$ cat src/core/ebt_pkg.sv
/*
 * shared constants and types of the eight bit timer with capture:
 * register offsets, field positions, reset values, divider counts.
 * assumes a 32-bit apb master with byte addresses on an 8-bit bus.
 */
package ebt_pkg;

	// ********************************************************
	// register map
	// ********************************************************
	localparam logic [7:0] EBT_OFS_CTRL_TWO = 8'h00;
	localparam logic [7:0] EBT_OFS_CTRL_ONE = 8'h04;
	localparam logic [7:0] EBT_OFS_STATUS = 8'h08;
	localparam logic [7:0] EBT_OFS_CAP_ONE = 8'h0C;
	localparam logic [7:0] EBT_OFS_COUNTER = 8'h10;
	localparam logic [7:0] EBT_OFS_ALT_COUNTER = 8'h14;
	localparam logic [7:0] EBT_OFS_CAP_TWO = 8'h18;
	localparam logic [7:0] EBT_OFS_IRQ_MASK = 8'h1C;

	// ********************************************************
	// field positions
	// ********************************************************
	localparam int EBT_CR2_CLKSEL_HI = 3;
	localparam int EBT_CR2_CLKSEL_LO = 2;
	localparam int EBT_CR2_EDGE_TWO = 1;
	localparam int EBT_CR1_CAP_IRQ_EN = 7;
	localparam int EBT_CR1_OVF_IRQ_EN = 5;
	localparam int EBT_CR1_EDGE_ONE = 1;
	localparam int EBT_SR_CAP_ONE = 7;
	localparam int EBT_SR_OVF = 5;
	localparam int EBT_SR_CAP_TWO = 4;

	// ********************************************************
	// reset values and counts
	// ********************************************************
	localparam logic [7:0] EBT_CTRL_RESET = 8'h00;
	localparam logic [7:0] EBT_MASK_RESET = 8'h00;
	localparam logic [7:0] EBT_COUNT_RELOAD = 8'hFC;
	localparam logic [7:0] EBT_COUNT_TOP = 8'hFF;
	localparam logic [1:0] EBT_CLKSEL_DIV4 = 2'h0;
	localparam logic [1:0] EBT_CLKSEL_DIV2 = 2'h1;
	localparam logic [1:0] EBT_CLKSEL_DIV8 = 2'h2;
	localparam logic [1:0] EBT_CLKSEL_OSC = 2'h3;
	localparam logic [2:0] EBT_DIV2_LAST = 3'h1;
	localparam logic [2:0] EBT_DIV4_LAST = 3'h3;
	localparam logic [2:0] EBT_DIV8_LAST = 3'h7;
	localparam int EBT_OSC_DIVIDE = 8000;

	// ********************************************************
	// carriers
	// ********************************************************
	typedef struct packed {
		logic [7:0] paddr;
		logic psel;
		logic penable;
		logic pwrite;
		logic [31:0] pwdata;
	} ebt_apb_req_type;

	typedef struct packed {
		logic [31:0] prdata;
		logic pready;
		logic pslverr;
	} ebt_apb_rsp_type;

	typedef struct packed {
		logic sync_a;
		logic sync_b;
		logic prev;
	} ebt_edge_state_type;

endpackage

$ cat src/core/ebt_edge_detect.sv
/*
 * two flop synchroniser with selectable edge detection.
 * assumes the pin changes no faster than every two clock cycles.
 */
`timescale 1ns/1ps
module ebt_edge_detect
	import ebt_pkg::*;
(
	// clock and reset
	input wire logic ref_clk_in,
	input wire logic resetn_in,
	// pin side
	input wire logic pin_in,
	input wire logic rising_in,
	// event
	output logic event_out
);

	ebt_edge_state_type st_q;
	ebt_edge_state_type st_d;

	always_comb begin
		st_d = st_q;
		st_d.sync_a = pin_in;
		st_d.sync_b = st_q.sync_a;
		st_d.prev = st_q.sync_b;
	end

	always_ff @(posedge ref_clk_in) begin
		if (!resetn_in) begin
			st_q <= '{sync_a: 1'b1, sync_b: 1'b1, prev: 1'b1};
		end else begin
			st_q <= st_d;
		end
	end

	// edge select: 1 rising, 0 falling
	assign event_out = rising_in ? (st_q.sync_b & ~st_q.prev) :
		(~st_q.sync_b & st_q.prev);

endmodule

$ cat src/core/ebt_timer.sv
/*
 * eight bit free running timer with prescaler, overflow flag and two
 * input capture channels, reached over apb.
 * assumes capture pins and the oscillator clock are asynchronous and
 * slower than half the cpu clock; the cpu supplies its interrupt mask
 * and halt level.
 */
`timescale 1ns/1ps
module ebt_timer
	import ebt_pkg::*;
#(
	parameter bit CAP_ONE_BONDED = 1'b1,
	parameter bit CAP_TWO_BONDED = 1'b1,
	parameter int OSC_DIVIDE = EBT_OSC_DIVIDE
) (
	// clock and reset
	input wire logic ref_clk_in,
	input wire logic resetn_in,
	// apb slave
	input wire logic [7:0] paddr_in,
	input wire logic psel_in,
	input wire logic penable_in,
	input wire logic pwrite_in,
	input wire logic [31:0] pwdata_in,
	output logic [31:0] prdata_out,
	output logic pready_out,
	output logic pslverr_out,
	// pins and cpu state
	input wire logic capture_pin_one_in,
	input wire logic capture_pin_two_in,
	input wire logic secondary_osc_clock_in,
	input wire logic cpu_irq_mask_in,
	input wire logic cpu_halt_in,
	// interrupt
	output logic irq_out
);

	// ********************************************************
	// state
	// ********************************************************
	typedef struct packed {
		logic [7:0] control_reg_two;
		logic [7:0] control_reg_one;
		logic [7:0] irq_mask;
		logic overflow_flag;
		logic cap_one_flag;
		logic cap_two_flag;
		logic ovf_armed;
		logic cap_one_armed;
		logic cap_two_armed;
		logic [7:0] count;
		logic [7:0] cap_one_value;
		logic [7:0] cap_two_value;
		logic [2:0] presc;
		logic [13:0] osc_count;
		logic ack;
		logic [31:0] prdata;
		logic slverr;
	} ebt_state_type;

	ebt_state_type st_q;
	ebt_state_type st_d;
	ebt_apb_req_type req;

	logic cap_one_evt;
	logic cap_two_evt;
	logic osc_edge;
	logic pin_one;
	logic pin_two;

	assign req = '{paddr: paddr_in, psel: psel_in, penable: penable_in,
		pwrite: pwrite_in, pwdata: pwdata_in};

	// ********************************************************
	// pin conditioning
	// ********************************************************
	// an unbonded pin is tied high, so it can never make an edge
	assign pin_one = CAP_ONE_BONDED ? capture_pin_one_in : 1'b1;
	assign pin_two = CAP_TWO_BONDED ? capture_pin_two_in : 1'b1;

	ebt_edge_detect u_cap_one (
		.ref_clk_in(ref_clk_in),
		.resetn_in(resetn_in),
		.pin_in(pin_one),
		.rising_in(st_q.control_reg_one[EBT_CR1_EDGE_ONE]),
		.event_out(cap_one_evt)
	);

	ebt_edge_detect u_cap_two (
		.ref_clk_in(ref_clk_in),
		.resetn_in(resetn_in),
		.pin_in(pin_two),
		.rising_in(st_q.control_reg_two[EBT_CR2_EDGE_TWO]),
		.event_out(cap_two_evt)
	);

	ebt_edge_detect u_osc (
		.ref_clk_in(ref_clk_in),
		.resetn_in(resetn_in),
		.pin_in(secondary_osc_clock_in),
		.rising_in(1'b1),
		.event_out(osc_edge)
	);

	// ********************************************************
	// next state
	// ********************************************************
	always_comb begin
		logic access;
		logic done;
		logic wr;
		logic rd;
		logic tick;
		logic [2:0] last;
		logic [1:0] csel;
		logic hit_cnt;
		logic hit_alt;
		logic hit_sr;
		logic hit_c1;
		logic hit_c2;
		logic mapped;
		logic [7:0] rdval;
		logic [7:0] sr_val;
		logic [7:0] wbyte;
		access = 1'b0;
		done = 1'b0;
		wr = 1'b0;
		rd = 1'b0;
		tick = 1'b0;
		last = EBT_DIV4_LAST;
		csel = 2'h0;
		hit_cnt = 1'b0;
		hit_alt = 1'b0;
		hit_sr = 1'b0;
		hit_c1 = 1'b0;
		hit_c2 = 1'b0;
		mapped = 1'b1;
		rdval = 8'h00;
		sr_val = 8'h00;
		wbyte = 8'h00;
		st_d = st_q;

		// ********************************************************
		// apb decode
		// ********************************************************
		access = req.psel & req.penable;
		done = access & st_q.ack;
		wr = done & req.pwrite;
		rd = done & ~req.pwrite;
		wbyte = req.pwdata[7:0];
		hit_cnt = req.paddr == EBT_OFS_COUNTER;
		hit_alt = req.paddr == EBT_OFS_ALT_COUNTER;
		hit_sr = req.paddr == EBT_OFS_STATUS;
		hit_c1 = req.paddr == EBT_OFS_CAP_ONE;
		hit_c2 = req.paddr == EBT_OFS_CAP_TWO;

		// ********************************************************
		// status view
		// ********************************************************
		sr_val[EBT_SR_CAP_ONE] = st_q.cap_one_flag;
		sr_val[EBT_SR_OVF] = st_q.overflow_flag;
		sr_val[EBT_SR_CAP_TWO] = st_q.cap_two_flag;

		// ********************************************************
		// apb answer and read mux
		// ********************************************************
		// one wait state; read data is loaded in the first access cycle
		st_d.ack = access & ~st_q.ack;
		unique case (req.paddr)
			EBT_OFS_CTRL_TWO: rdval = st_q.control_reg_two;
			EBT_OFS_CTRL_ONE: rdval = st_q.control_reg_one;
			EBT_OFS_STATUS: rdval = sr_val;
			EBT_OFS_CAP_ONE: rdval = st_q.cap_one_value;
			EBT_OFS_COUNTER: rdval = st_q.count;
			EBT_OFS_ALT_COUNTER: rdval = st_q.count;
			EBT_OFS_CAP_TWO: rdval = st_q.cap_two_value;
			EBT_OFS_IRQ_MASK: rdval = st_q.irq_mask;
			default: mapped = 1'b0;
		endcase
		if (access & ~st_q.ack) begin
			st_d.prdata = {24'h00_0000, rdval};
			st_d.slverr = ~mapped;
		end

		// ********************************************************
		// control writes
		// ********************************************************
		if (wr && req.paddr == EBT_OFS_CTRL_TWO) begin
			st_d.control_reg_two = wbyte;
		end
		if (wr && req.paddr == EBT_OFS_CTRL_ONE) begin
			st_d.control_reg_one = wbyte;
		end
		if (wr && req.paddr == EBT_OFS_IRQ_MASK) begin
			st_d.irq_mask = wbyte;
		end

		// ********************************************************
		// prescaler
		// ********************************************************
		// frozen in halt; wait has no effect
		// the oscillator is counted by its synchronised rising edges
		csel = st_q.control_reg_two[EBT_CR2_CLKSEL_HI:EBT_CR2_CLKSEL_LO];
		unique case (csel)
			EBT_CLKSEL_DIV4: last = EBT_DIV4_LAST;
			EBT_CLKSEL_DIV2: last = EBT_DIV2_LAST;
			EBT_CLKSEL_DIV8: last = EBT_DIV8_LAST;
			EBT_CLKSEL_OSC: last = EBT_DIV8_LAST;
		endcase
		if (!cpu_halt_in) begin
			if (csel == EBT_CLKSEL_OSC) begin
				if (osc_edge) begin
					if (st_q.osc_count >= 14'(OSC_DIVIDE - 1)) begin
						st_d.osc_count = 14'h0000;
						tick = 1'b1;
					end else begin
						st_d.osc_count = st_q.osc_count + 14'h0001;
					end
				end
			end else begin
				if (st_q.presc >= last) begin
					st_d.presc = 3'h0;
					tick = 1'b1;
				end else begin
					st_d.presc = st_q.presc + 3'h1;
				end
			end
		end

		// ********************************************************
		// counter
		// ********************************************************
		// a counter write wins over a tick in the same cycle
		if (tick) begin
			st_d.count = st_q.count + 8'h01;
		end
		if (wr && (hit_cnt || hit_alt)) begin
			st_d.count = EBT_COUNT_RELOAD;
		end

		// ********************************************************
		// flag clearing
		// ********************************************************
		// two step clear: status read arms flags that are set
		if (rd && hit_sr) begin
			st_d.ovf_armed = st_q.overflow_flag;
			st_d.cap_one_armed = st_q.cap_one_flag;
			st_d.cap_two_armed = st_q.cap_two_flag;
		end
		if (done && hit_cnt && st_q.ovf_armed) begin
			st_d.overflow_flag = 1'b0;
			st_d.ovf_armed = 1'b0;
		end
		if (done && hit_c1 && st_q.cap_one_armed) begin
			st_d.cap_one_flag = 1'b0;
			st_d.cap_one_armed = 1'b0;
		end
		if (done && hit_c2 && st_q.cap_two_armed) begin
			st_d.cap_two_flag = 1'b0;
			st_d.cap_two_armed = 1'b0;
		end
		// write one to status also clears
		if (wr && hit_sr) begin
			if (wbyte[EBT_SR_OVF]) begin
				st_d.overflow_flag = 1'b0;
			end
			if (wbyte[EBT_SR_CAP_ONE]) begin
				st_d.cap_one_flag = 1'b0;
			end
			if (wbyte[EBT_SR_CAP_TWO]) begin
				st_d.cap_two_flag = 1'b0;
			end
		end

		// ********************************************************
		// flag setting
		// ********************************************************
		// events set last, so a set beats a same cycle clear
		if (tick && st_q.count == EBT_COUNT_TOP) begin
			st_d.overflow_flag = 1'b1;
		end
		if (cap_one_evt) begin
			st_d.cap_one_value = st_q.count;
			st_d.cap_one_flag = 1'b1;
		end
		if (cap_two_evt) begin
			st_d.cap_two_value = st_q.count;
			st_d.cap_two_flag = 1'b1;
		end
	end

	// ********************************************************
	// registers
	// ********************************************************
	always_ff @(posedge ref_clk_in) begin
		if (!resetn_in) begin
			st_q <= '0;
			st_q.control_reg_two <= EBT_CTRL_RESET;
			st_q.control_reg_one <= EBT_CTRL_RESET;
			st_q.irq_mask <= EBT_MASK_RESET;
			st_q.count <= EBT_COUNT_RELOAD;
		end else begin
			st_q <= st_d;
		end
	end

	// ********************************************************
	// outputs
	// ********************************************************
	assign prdata_out = st_q.prdata;
	// ready waits for the ack flop, so every transfer has one wait state
	assign pready_out = psel_in & penable_in & st_q.ack;
	assign pslverr_out = psel_in & penable_in & st_q.ack & st_q.slverr;

	// pending flags request only while the cpu mask is clear
	// overflow and both captures share the one request line
	assign irq_out = ~cpu_irq_mask_in & (
		(st_q.overflow_flag & st_q.irq_mask[EBT_SR_OVF] &
		st_q.control_reg_one[EBT_CR1_OVF_IRQ_EN]) |
		((st_q.cap_one_flag & st_q.irq_mask[EBT_SR_CAP_ONE]) |
		(st_q.cap_two_flag & st_q.irq_mask[EBT_SR_CAP_TWO])) &
		st_q.control_reg_one[EBT_CR1_CAP_IRQ_EN]);

endmodule

$ cat config.mk
export PLATFORM = sky130hd
export DESIGN_NAME = ebt_timer
export DESIGN_NICKNAME = d
export VERILOG_FILES = /design/src/core/ebt_pkg.sv /design/src/core/ebt_edge_detect.sv /design/src/core/ebt_timer.sv
export SDC_FILE = /design/constraint.sdc
export NUM_CORES = 1
export LEC_CHECK = 0
export ABC_CLOCK_PERIOD_IN_PS = 2100
export BUFFER_PORTS_ARGS = -buffer_cell sky130_fd_sc_hd__buf_2
export CORE_ASPECT_RATIO = 0.8
export CORE_MARGIN = 1
export CORE_UTILIZATION = 50
export CTS_CLUSTER_DIAMETER = 50
export DETAILED_ROUTE_END_ITERATION = 6
export PLACE_DENSITY = 0.83
export SYNTH_ARGS = -nofsm -noshare
export SYNTH_HDL_FRONTEND = slang
export SYNTH_SLANG_ARGS = --single-unit
export TNS_END_PERCENT = 20
$ cat constraint.sdc
create_clock -name ref_clk_in -period 2.1 [get_ports ref_clk_in]
set_clock_uncertainty 0.2 [all_clocks]
set_input_delay 0.42 -clock ref_clk_in [delete_from_list [all_inputs] [get_ports ref_clk_in]]
set_output_delay 0.42 -clock ref_clk_in [all_outputs]
set_load 0.005 [all_outputs]
==> impl_metrics.toml, run 1 <==
[logic_synthesis]
ys_warn_count = 0
ys.flop_type = "dfxtp_1"
synth-async-reset-ratio = 0
ys_types = 55
synth_edf_count = 0
yosysTopAreaCell = "dfxtp_1"
ys_seq_area_frac = 0.4142
ys_seq_elements = 90
synth_top_area_frac = 0.4142
syn_avg_cell_area_um2 = 9.026
synth_area_mm2 = 0.004350
synth_area_leaders = "dfxtp_1 (41%), mux2i_1 (9.4%), buf_4 (5.7%), nor2_1 (5.7%), nand3_1 (3.2%)"
postSynthCellCount = 482

[die]
rows = 30
die_y_um = 85.43
start_util = 0.5151
die_w_um = 106.3
core_mm2 = 0.008446
dieArea_mm2 = 0.009080
pin_count = 85

[setup_path]
startpoint_type = "flip-flop"
required_ns = 2.19
crit_type = "reg2reg"
startpoint = "st_q[99]"
crit_fanout = 7
endpoint_kind = "flip-flop"
rr_startpoint = "st_q[99]"
crit_arrival_ns = 2.12

[grt]
grt_max_degree = 27
grt-ovfl-total = 0
grt_pass1_vias = 3426
track_usage = 0.2356
grt_pass1_wl_um = 16730
grt_antenna_before_repair = 0

[sta]
period_share = 0.9675
fin_setup_tns_ns = 0
hold_viol = 0
slew_violations = 0
timing.fmax_mhz = 492.2
rsz0062_at_grt = "yes"
setup_viol = 0
fin_crit_ns = 2.032

[layout]
layout_commonest_cell = "dfxtp_1"
mostFrequentLayoutCells = "dfxtp_1 (88), nor2_1 (66), buf_4 (42)"
n_fill_cell = 723
nNetsFinal = 597
post-route-util = 0.5886
final_layout_size_suffix_gt1_frac = 0.2303
diodes = 0
syn_to_final_growth_pct = 14.27
final_cells = 659

[clocking]
clockRootBuffer = "clkbuf_8"
clk_path_buf_depth = 2
cts_sinks = 90
cts_buffers = 9
cts_tree = "yes"
clk_latency_ns = 0.36
htreeDepth = 3
clk_pin_slew_worst_paths_ns = 0.09
cts_hold_buffers = 0

[drt]
postRouteAntennaNets = 0
drt-initial-drc-count = 323
avgRoutedWirePerCell_um = 16.02
routed_via_density = 5.772
dr_total_vias = 3804
drt-pass1-iter-count = 5
routed_wl_um = 10560
drc_errors = 0

[flow_run]
cap_violations = 0

[worst_hold_path]
hold_path.class = "in2reg"
hold_path_startpoint = "capture_pin_two_in"

[pwr]
power.density_mw_per_mm2 = 616.2
total_power_mw = 3.063
p_leak_nw = 2.211
vdd_drop_max_v = 0.0004390

[place]
place_hpwl_um = 7527
gp_congestion = 0.9038
port_buffers = 36
dpl.cell_count = 641

[status]
status = "finished, final reports clean"
final cells by class:
class	instances	area, µm²	share of cell area
Inverter	6	22.52	0.004531
Tap cell	112	140.1	0.02819
Timing Repair Buffer	80	526.8	0.1060
Clock buffer	9	123.9	0.02492
Multi-Input combinational cell	355	2301	0.4629
Clock inverter	7	52.55	0.01057
Sequential cell	90	1804	0.3629
synthesized netlist by cell type, types with 2 or more instances:
library cell	n
and4_1	7
a21oi_1	18
nand4_1	4
nor2_1	66
o21ai_0	15
nand3_2	2
nor2b_1	2
nor3_1	5
and2_1	4
buf_1	2
nand2_1	36
mux2i_1	41
a22oi_1	9
a221oi_1	5
dfxtp_1	90
a31oi_1	7
inv_1	6
a221oi_2	2
a22o_1	3
nand3_1	28
xnor2_1	5
ha_1	5
clkbuf_1	14
buf_4	33
buf_2	4
nand3b_1	3
nor4_1	2
mux2_2	8
and3_1	12
xor2_1	9
nand2b_1	11
sequential cells by signal, summed over array words and instances, names as in the netlist:
register        cells
u_cap_two.st_q      1
prdata_out          8
st_q               73
u_cap_two.st_d      2
u_osc.st_d          2
u_osc.st_q          1
u_cap_one.st_d      2
u_cap_one.st_q      1
critical path, cell delays in order (launching register included):
cell      delay [ns]
dfxtp_2         0.34
nor2b_2         0.15
ha_1            0.26
and3_1          0.17
o21ai_2         0.20
o311ai_4        0.16
buf_4           0.19
and3_1          0.17
o21ai_0         0.12
what timing repair did:
| action | in CTS | in global routing |
|---|---|---|
| resized for setup | 2 | 10 |
| buffers inserted | 0 | 1 |
| pin swaps | 0 | 2 |
| endpoints found under the setup margin | 9 | 9 |
| cloned | 0 | 1 |
metal layers:
layer,GRT usage,up-vias,wire [µm]
li1,-,1770,-
met1,0.3177,1839,4676
met2,0.3766,167,4929
met3,0.05300,28,738
met4,0.07197,0,211
met5,0,-,0
worst paths after layout:
kind,slack [ns],cells past startpoint,to
setup reg to reg,0.07,8,st_q[69]
setup / recovery,0.07,8,st_q[69]
hold reg to reg,0.21,1,u_osc.st_d[0]
hold / removal,0.04,2,u_cap_two.st_d[1]
per-stage QoR:
step	setup WS, ns	area [µm²]	hold slack (ns)
after floorplan	0.01739	4437	0.1863
after global placement	-0.1628	4746	0.1885
after detailed placement	-0.2101	4746	0.1928
after CTS	0.02255	4926	0.03315
after global routing	-0.01452	4971	0.04558
final	0.06829	4971	0.04133
cells by family (layout without fill, tap and decap cells):
group                    count (synthesis)  after routing  share of synthesized area
AO/OA/AOI/OAI                           69             69                     0.1067
XOR/XNOR                                14             14                    0.02819
adder cells (fa/ha/maj)                  5              5                    0.01438
buffers and inverters                   60            102                    0.08312
flip-flops                              90             90                     0.4142
multiplexers                            50             50                     0.1202
other                                    1             24                  0.0008620
AND/OR/NAND/NOR                        193            193                     0.2324
power breakdown:
part	switching, mW	leakage, nW	total [mW]	internal, mW
Clock	0.625	0.0900	1.06	0.438
Sequential	0.0195	0.730	1.75	1.73
Combinational	0.147	1.39	0.246	0.0998
(Power assumes the default switching activity.)
==> inputs of run 2 (changes only) <==
- RECOVER_POWER: default -> 100
==> impl_metrics.toml, run 2 (synthesized netlist as in run 1, its figures left out) <==
[setup_path]
critPathMostFrequentCell = "and3_1"
crit_fanout = 7
rr_startpoint = "st_q[99]"
required_ns = 2.19
critPathMaxStageDelay_ns = 0.34
crit_type = "reg2reg"
endpoint_kind = "flip-flop"
crit_arrival_ns = 2.12
slowest_stage = "dfxtp_2"
cp_cell_sequence = "nor2b_2 -> ha_1 -> and3_1 -> o21ai_2 -> o311ai_4 -> buf_4 -> and3_1 -> o21ai_0"
startpoint = "st_q[99]"
cpLargestDelayFamily = "simple AND/OR/NAND/NOR gates"
startpoint_type = "flip-flop"
worstPathBufferInverterCount = 1

[pwr]
internal-power_mw = 2.267
power.density_mw_per_mm2 = 620.4
p_leak_nw = 2.156
power_switching_mw = 0.7884
vdd_drop_max_v = 0.0004401
pwr-share-comb = 0.079
clock_power_share = 0.347
total_power_mw = 3.056
share_seq_of_total_power = 0.574
swShare = 0.2580

[grt]
track_usage = 0.2356
grt_pass1_wl_um = 16730
grt_max_degree = 27
grt_antenna_before_repair = 0
grt-ovfl-total = 0
grt_pass1_vias = 3426

[clocking]
cts_tree = "yes"
clk_latency_ns = 0.36
clk_path_buf_depth = 2
htreeDepth = 3
cts_buffers = 9
cts_sinks = 90
clockRootBuffer = "clkbuf_8"
cts_hold_buffers = 0
clk_pin_slew_worst_paths_ns = 0.09

[place]
port_buffers = 36
gp_congestion = 0.9038
place_hpwl_um = 7527
dpl_worst_slack_ns = -0.2101

[worst_hold_path]
hold_path.class = "in2reg"
hold_path_startpoint = "capture_pin_two_in"

[drt]
avgRoutedWirePerCell_um = 15.95
drt-pass1-iter-count = 5
met3_length_um = 849
drc_errors = 0
routed_via_density = 5.741
wl_met1_um = 4602
postRouteAntennaNets = 0
dr.max_layer_used = "met4"
drt-initial-drc-count = 392
wl_met2_um = 4888
dr_total_vias = 3783
routed_wl_um = 10510

[layout]
largest_reg_flops = 73
top_register = "st_q"
syn_to_final_growth_pct = 13.23
post-route-util = 0.5833
mostFrequentLayoutCells = "dfxtp_1 (88), nor2_1 (66), mux2i_1 (41)"
nNetsFinal = 597
diodes = 0
layout_commonest_cell = "dfxtp_1"
final_layout_size_suffix_gt1_frac = 0.2084
n_fill_cell = 735

[die]
die_w_um = 106.3
pin_count = 85
core_mm2 = 0.008446
dieArea_mm2 = 0.009080
die_y_um = 85.43
start_util = 0.5151
rows = 30

[sta]
worstMarginPinSlew_ns = 0.8033
whs_ns = 0.04158
setup_viol = 0
slew_violations = 0
hold_viol = 0
period_share = 0.9706
fin_crit_ns = 2.038
rsz0062_at_grt = "yes"
timing.fmax_mhz = 490.6
max_slew_margin = 0.4645
fin_ws_ns = 0.06181

[status]
status = "finished, final reports clean"

[flow_run]
cap_violations = 0
[run 2: cell count changes in the layout (fill, tap and decap cells not counted), sizes merged]
cell	delta
buf	-15
clkbuf	+15
[run 2: layout make-up]
| class | instances | area (µm²) | share of cell area |
|---|---|---|---|
| Multi-Input combinational cell | 355 | 2301 | 0.4671 |
| Inverter | 6 | 22.52 | 0.004572 |
| Timing Repair Buffer | 80 | 481.7 | 0.09779 |
| Sequential cell | 90 | 1804 | 0.3663 |
| Clock buffer | 9 | 123.9 | 0.02515 |
| Tap cell | 112 | 140.1 | 0.02845 |
| Clock inverter | 7 | 52.55 | 0.01067 |
[run 2: metal layers]
layer  up-vias  global-route usage
met5         -                   0
met4         0             0.07197
met3        20             0.05300
met2       198              0.3766
met1      1797              0.3177
li1       1768                   -
[run 2: worst paths after layout]
check	end	cells after the start	slack, ns
setup / recovery	st_q[69]	8	0.06
hold / removal	u_cap_two.st_d[1]	2	0.04
setup reg to reg	st_q[69]	8	0.06
hold reg to reg	u_osc.st_d[0]	1	0.22
[run 2: metrics by stage]
step | TNS, ns | instances | instance area (µm²)
2_1_floorplan | 0 | 505 | 4437
3_3_place_gp | -1.422 | 641 | 4746
3_5_place_dp | -2.231 | 641 | 4746
4_1_cts | 0 | 657 | 4926
5_1_grt | -0.01452 | 659 | 4926
6_report | 0 | 659 | 4926
[run 2: power by group through the flow]
| stage | combinational (mW) | sequential, mW | clock, mW |
|---|---|---|---|
| after floorplan | 0.171 | 1.79 | 0 |
| after global placement | 0.225 | 1.79 | 0 |
| after detailed placement | 0.234 | 1.79 | 0 |
| after CTS | 0.237 | 1.75 | 1.08 |
| after global routing | 0.263 | 1.76 | 1.14 |
| final | 0.241 | 1.75 | 1.06 |
[run 2: timing repair]
item / in CTS / in global routing
resized for setup: 2 / 10
setup endpoints to repair: 9 / 9
pin swaps: 0 / 2
gates cloned: 0 / 1
buffers inserted: 0 / 1
==> inputs of run 3 (changes only) <==
- CORE_MARGIN: 1 -> 10
==> impl_metrics.toml, run 3 (synthesized netlist as in run 1, its figures left out) <==
[status]
status = "finished, final reports clean"

[sta]
timing.fmax_mhz = 498.1
fin_setup_tns_ns = 0
hold_viol = 0
slew_violations = 0
rsz0062_at_grt = "yes"
worstMarginPinSlew_ns = 1.097
max_slew_margin = 0.2687
fin_crit_ns = 2.007
fin_ws_ns = 0.09253
period_share = 0.9559
setup_viol = 0

[drt]
drt-initial-drc-count = 311
routed_wl_um = 11240
postRouteAntennaNets = 0
drc_errors = 0
avgRoutedWirePerCell_um = 17.03
dr_total_vias = 3739
drt-pass1-iter-count = 5
routed_via_density = 5.665

[layout]
largest_reg_flops = 73
top_register = "st_q"
final_cells = 660
final_layout_size_suffix_gt1_frac = 0.1916
syn_to_final_growth_pct = 12.34
layout_commonest_cell = "dfxtp_1"
diodes = 0
mostFrequentLayoutCells = "dfxtp_1 (89), nor2_1 (66), mux2i_1 (41)"
nNetsFinal = 598

[place]
place_hpwl_um = 8288
port_buffers = 36
gp_congestion = 0.9180
dpl_worst_slack_ns = -0.1947
dpl.cell_count = 644

[setup_path]
rrSetupSlack_ns = 0.10
r2r_end = "st_q[70]"
cp-endpoint = "st_q[98]"
rr_startpoint = "st_q[100]"
crit_arrival_ns = 2.01
crit_fanout = 8
endpoint_kind = "flip-flop"
startpoint = "paddr_in[7]"
startpoint_type = "input port"
reg2reg_depth = 9
crit_type = "in2reg"
required_ns = 2.10

[grt]
grt_max_degree = 50
use_met3 = 0.04992
busiest_layer = "met2"
grt_pass1_wl_um = 18290
use_met2 = 0.3115
grt_antenna_before_repair = 0
grt_use_met1 = 0.1924
grt_pass1_vias = 3747
grt-ovfl-total = 0
track_usage = 0.1731

[flow_run]
cap_violations = 0

[clocking]
clk_path_buf_depth = 2
cts_sinks = 90
clk_latency_ns = 0.37
clk_pin_slew_worst_paths_ns = 0.09
cts_hold_buffers = 0
cts_buffers = 9
cts_tree = "yes"
clockRootBuffer = "clkbuf_8"
htreeDepth = 3

[worst_hold_path]
hold_path_startpoint = "secondary_osc_clock_in"
hold_path.class = "in2reg"

[pwr]
power.density_mw_per_mm2 = 636.0
vdd_drop_max_v = 0.0003973
p_leak_nw = 2.084

[die]
rows = 30
die_w_um = 124.3
die_y_um = 103.4
pin_count = 85
core_mm2 = 0.008483
start_util = 0.5128
dieArea_mm2 = 0.01286
[run 3: worst min-delay path by stage]
stage | endpoint | slack, ns | depth (start not counted)
after global placement | u_osc.st_d[0] | 0.19 | 1
after CTS | u_osc.st_d[1] | 0.01 | 2
after global routing | u_cap_one.st_d[1] | 0.02 | 2
after floorplan | u_cap_one.st_d[0] | 0.19 | 1
final | u_osc.st_d[1] | 0.03 | 2
after detailed placement | u_cap_two.st_d[0] | 0.20 | 1
[run 3: critical path: stages]
cell      delay [ns]
buf_2           0.11
or4_4           0.58
nor4b_4         0.26
clkbuf_2        0.27
nand2_2         0.19
nand2_1         0.11
a21oi_1         0.07
[run 3: layout make-up]
class | instances | area [µm²]
repair buffers | 81 | 461.7
multi-input cells | 355 | 2271
fillers | 746 | 3596
clock inverters | 6 | 51.30
flip-flops and latches | 90 | 1803
inverters | 6 | 22.52
well taps | 112 | 140.1
clock buffers | 10 | 137.6
[run 3: metal layers]
metal	wire length [µm]	vias to the layer above	part of all wire
li1	-	1772	-
met1	4502	1798	0.40
met2	5639	149	0.50
met3	914	20	0.081
met4	184	0	0.016
met5	0	-	0
[run 3: through the flow]
step           power (mW)  utilization  instance area, µm²  hold slack, ns
3_3_place_gp        2.022       0.5621                4768          0.1905
3_5_place_dp        2.034       0.5621                4768          0.2031
2_1_floorplan       1.958            -                4437          0.1863
5_1_grt             3.232       0.5761                4887         0.01767
4_1_cts             3.125       0.5850                4962         0.01098
6_report            3.108       0.5761                4887         0.02723
[run 3: repair_timing]
item                                    in CTS  in global routing
gates resized for setup                      2                  6
setup buffers                                0                  0
endpoints found under the setup margin       4                  9
[run 3: power breakdown]
| part | internal, mW | switching, mW | leakage, nW |
|---|---|---|---|
| clock | 0.474 | 0.639 | 0.0931 |
| combinational | 0.0951 | 0.145 | 1.26 |
| sequential | 1.73 | 0.0199 | 0.730 |
| total | 2.30 | 0.805 | 2.08 |
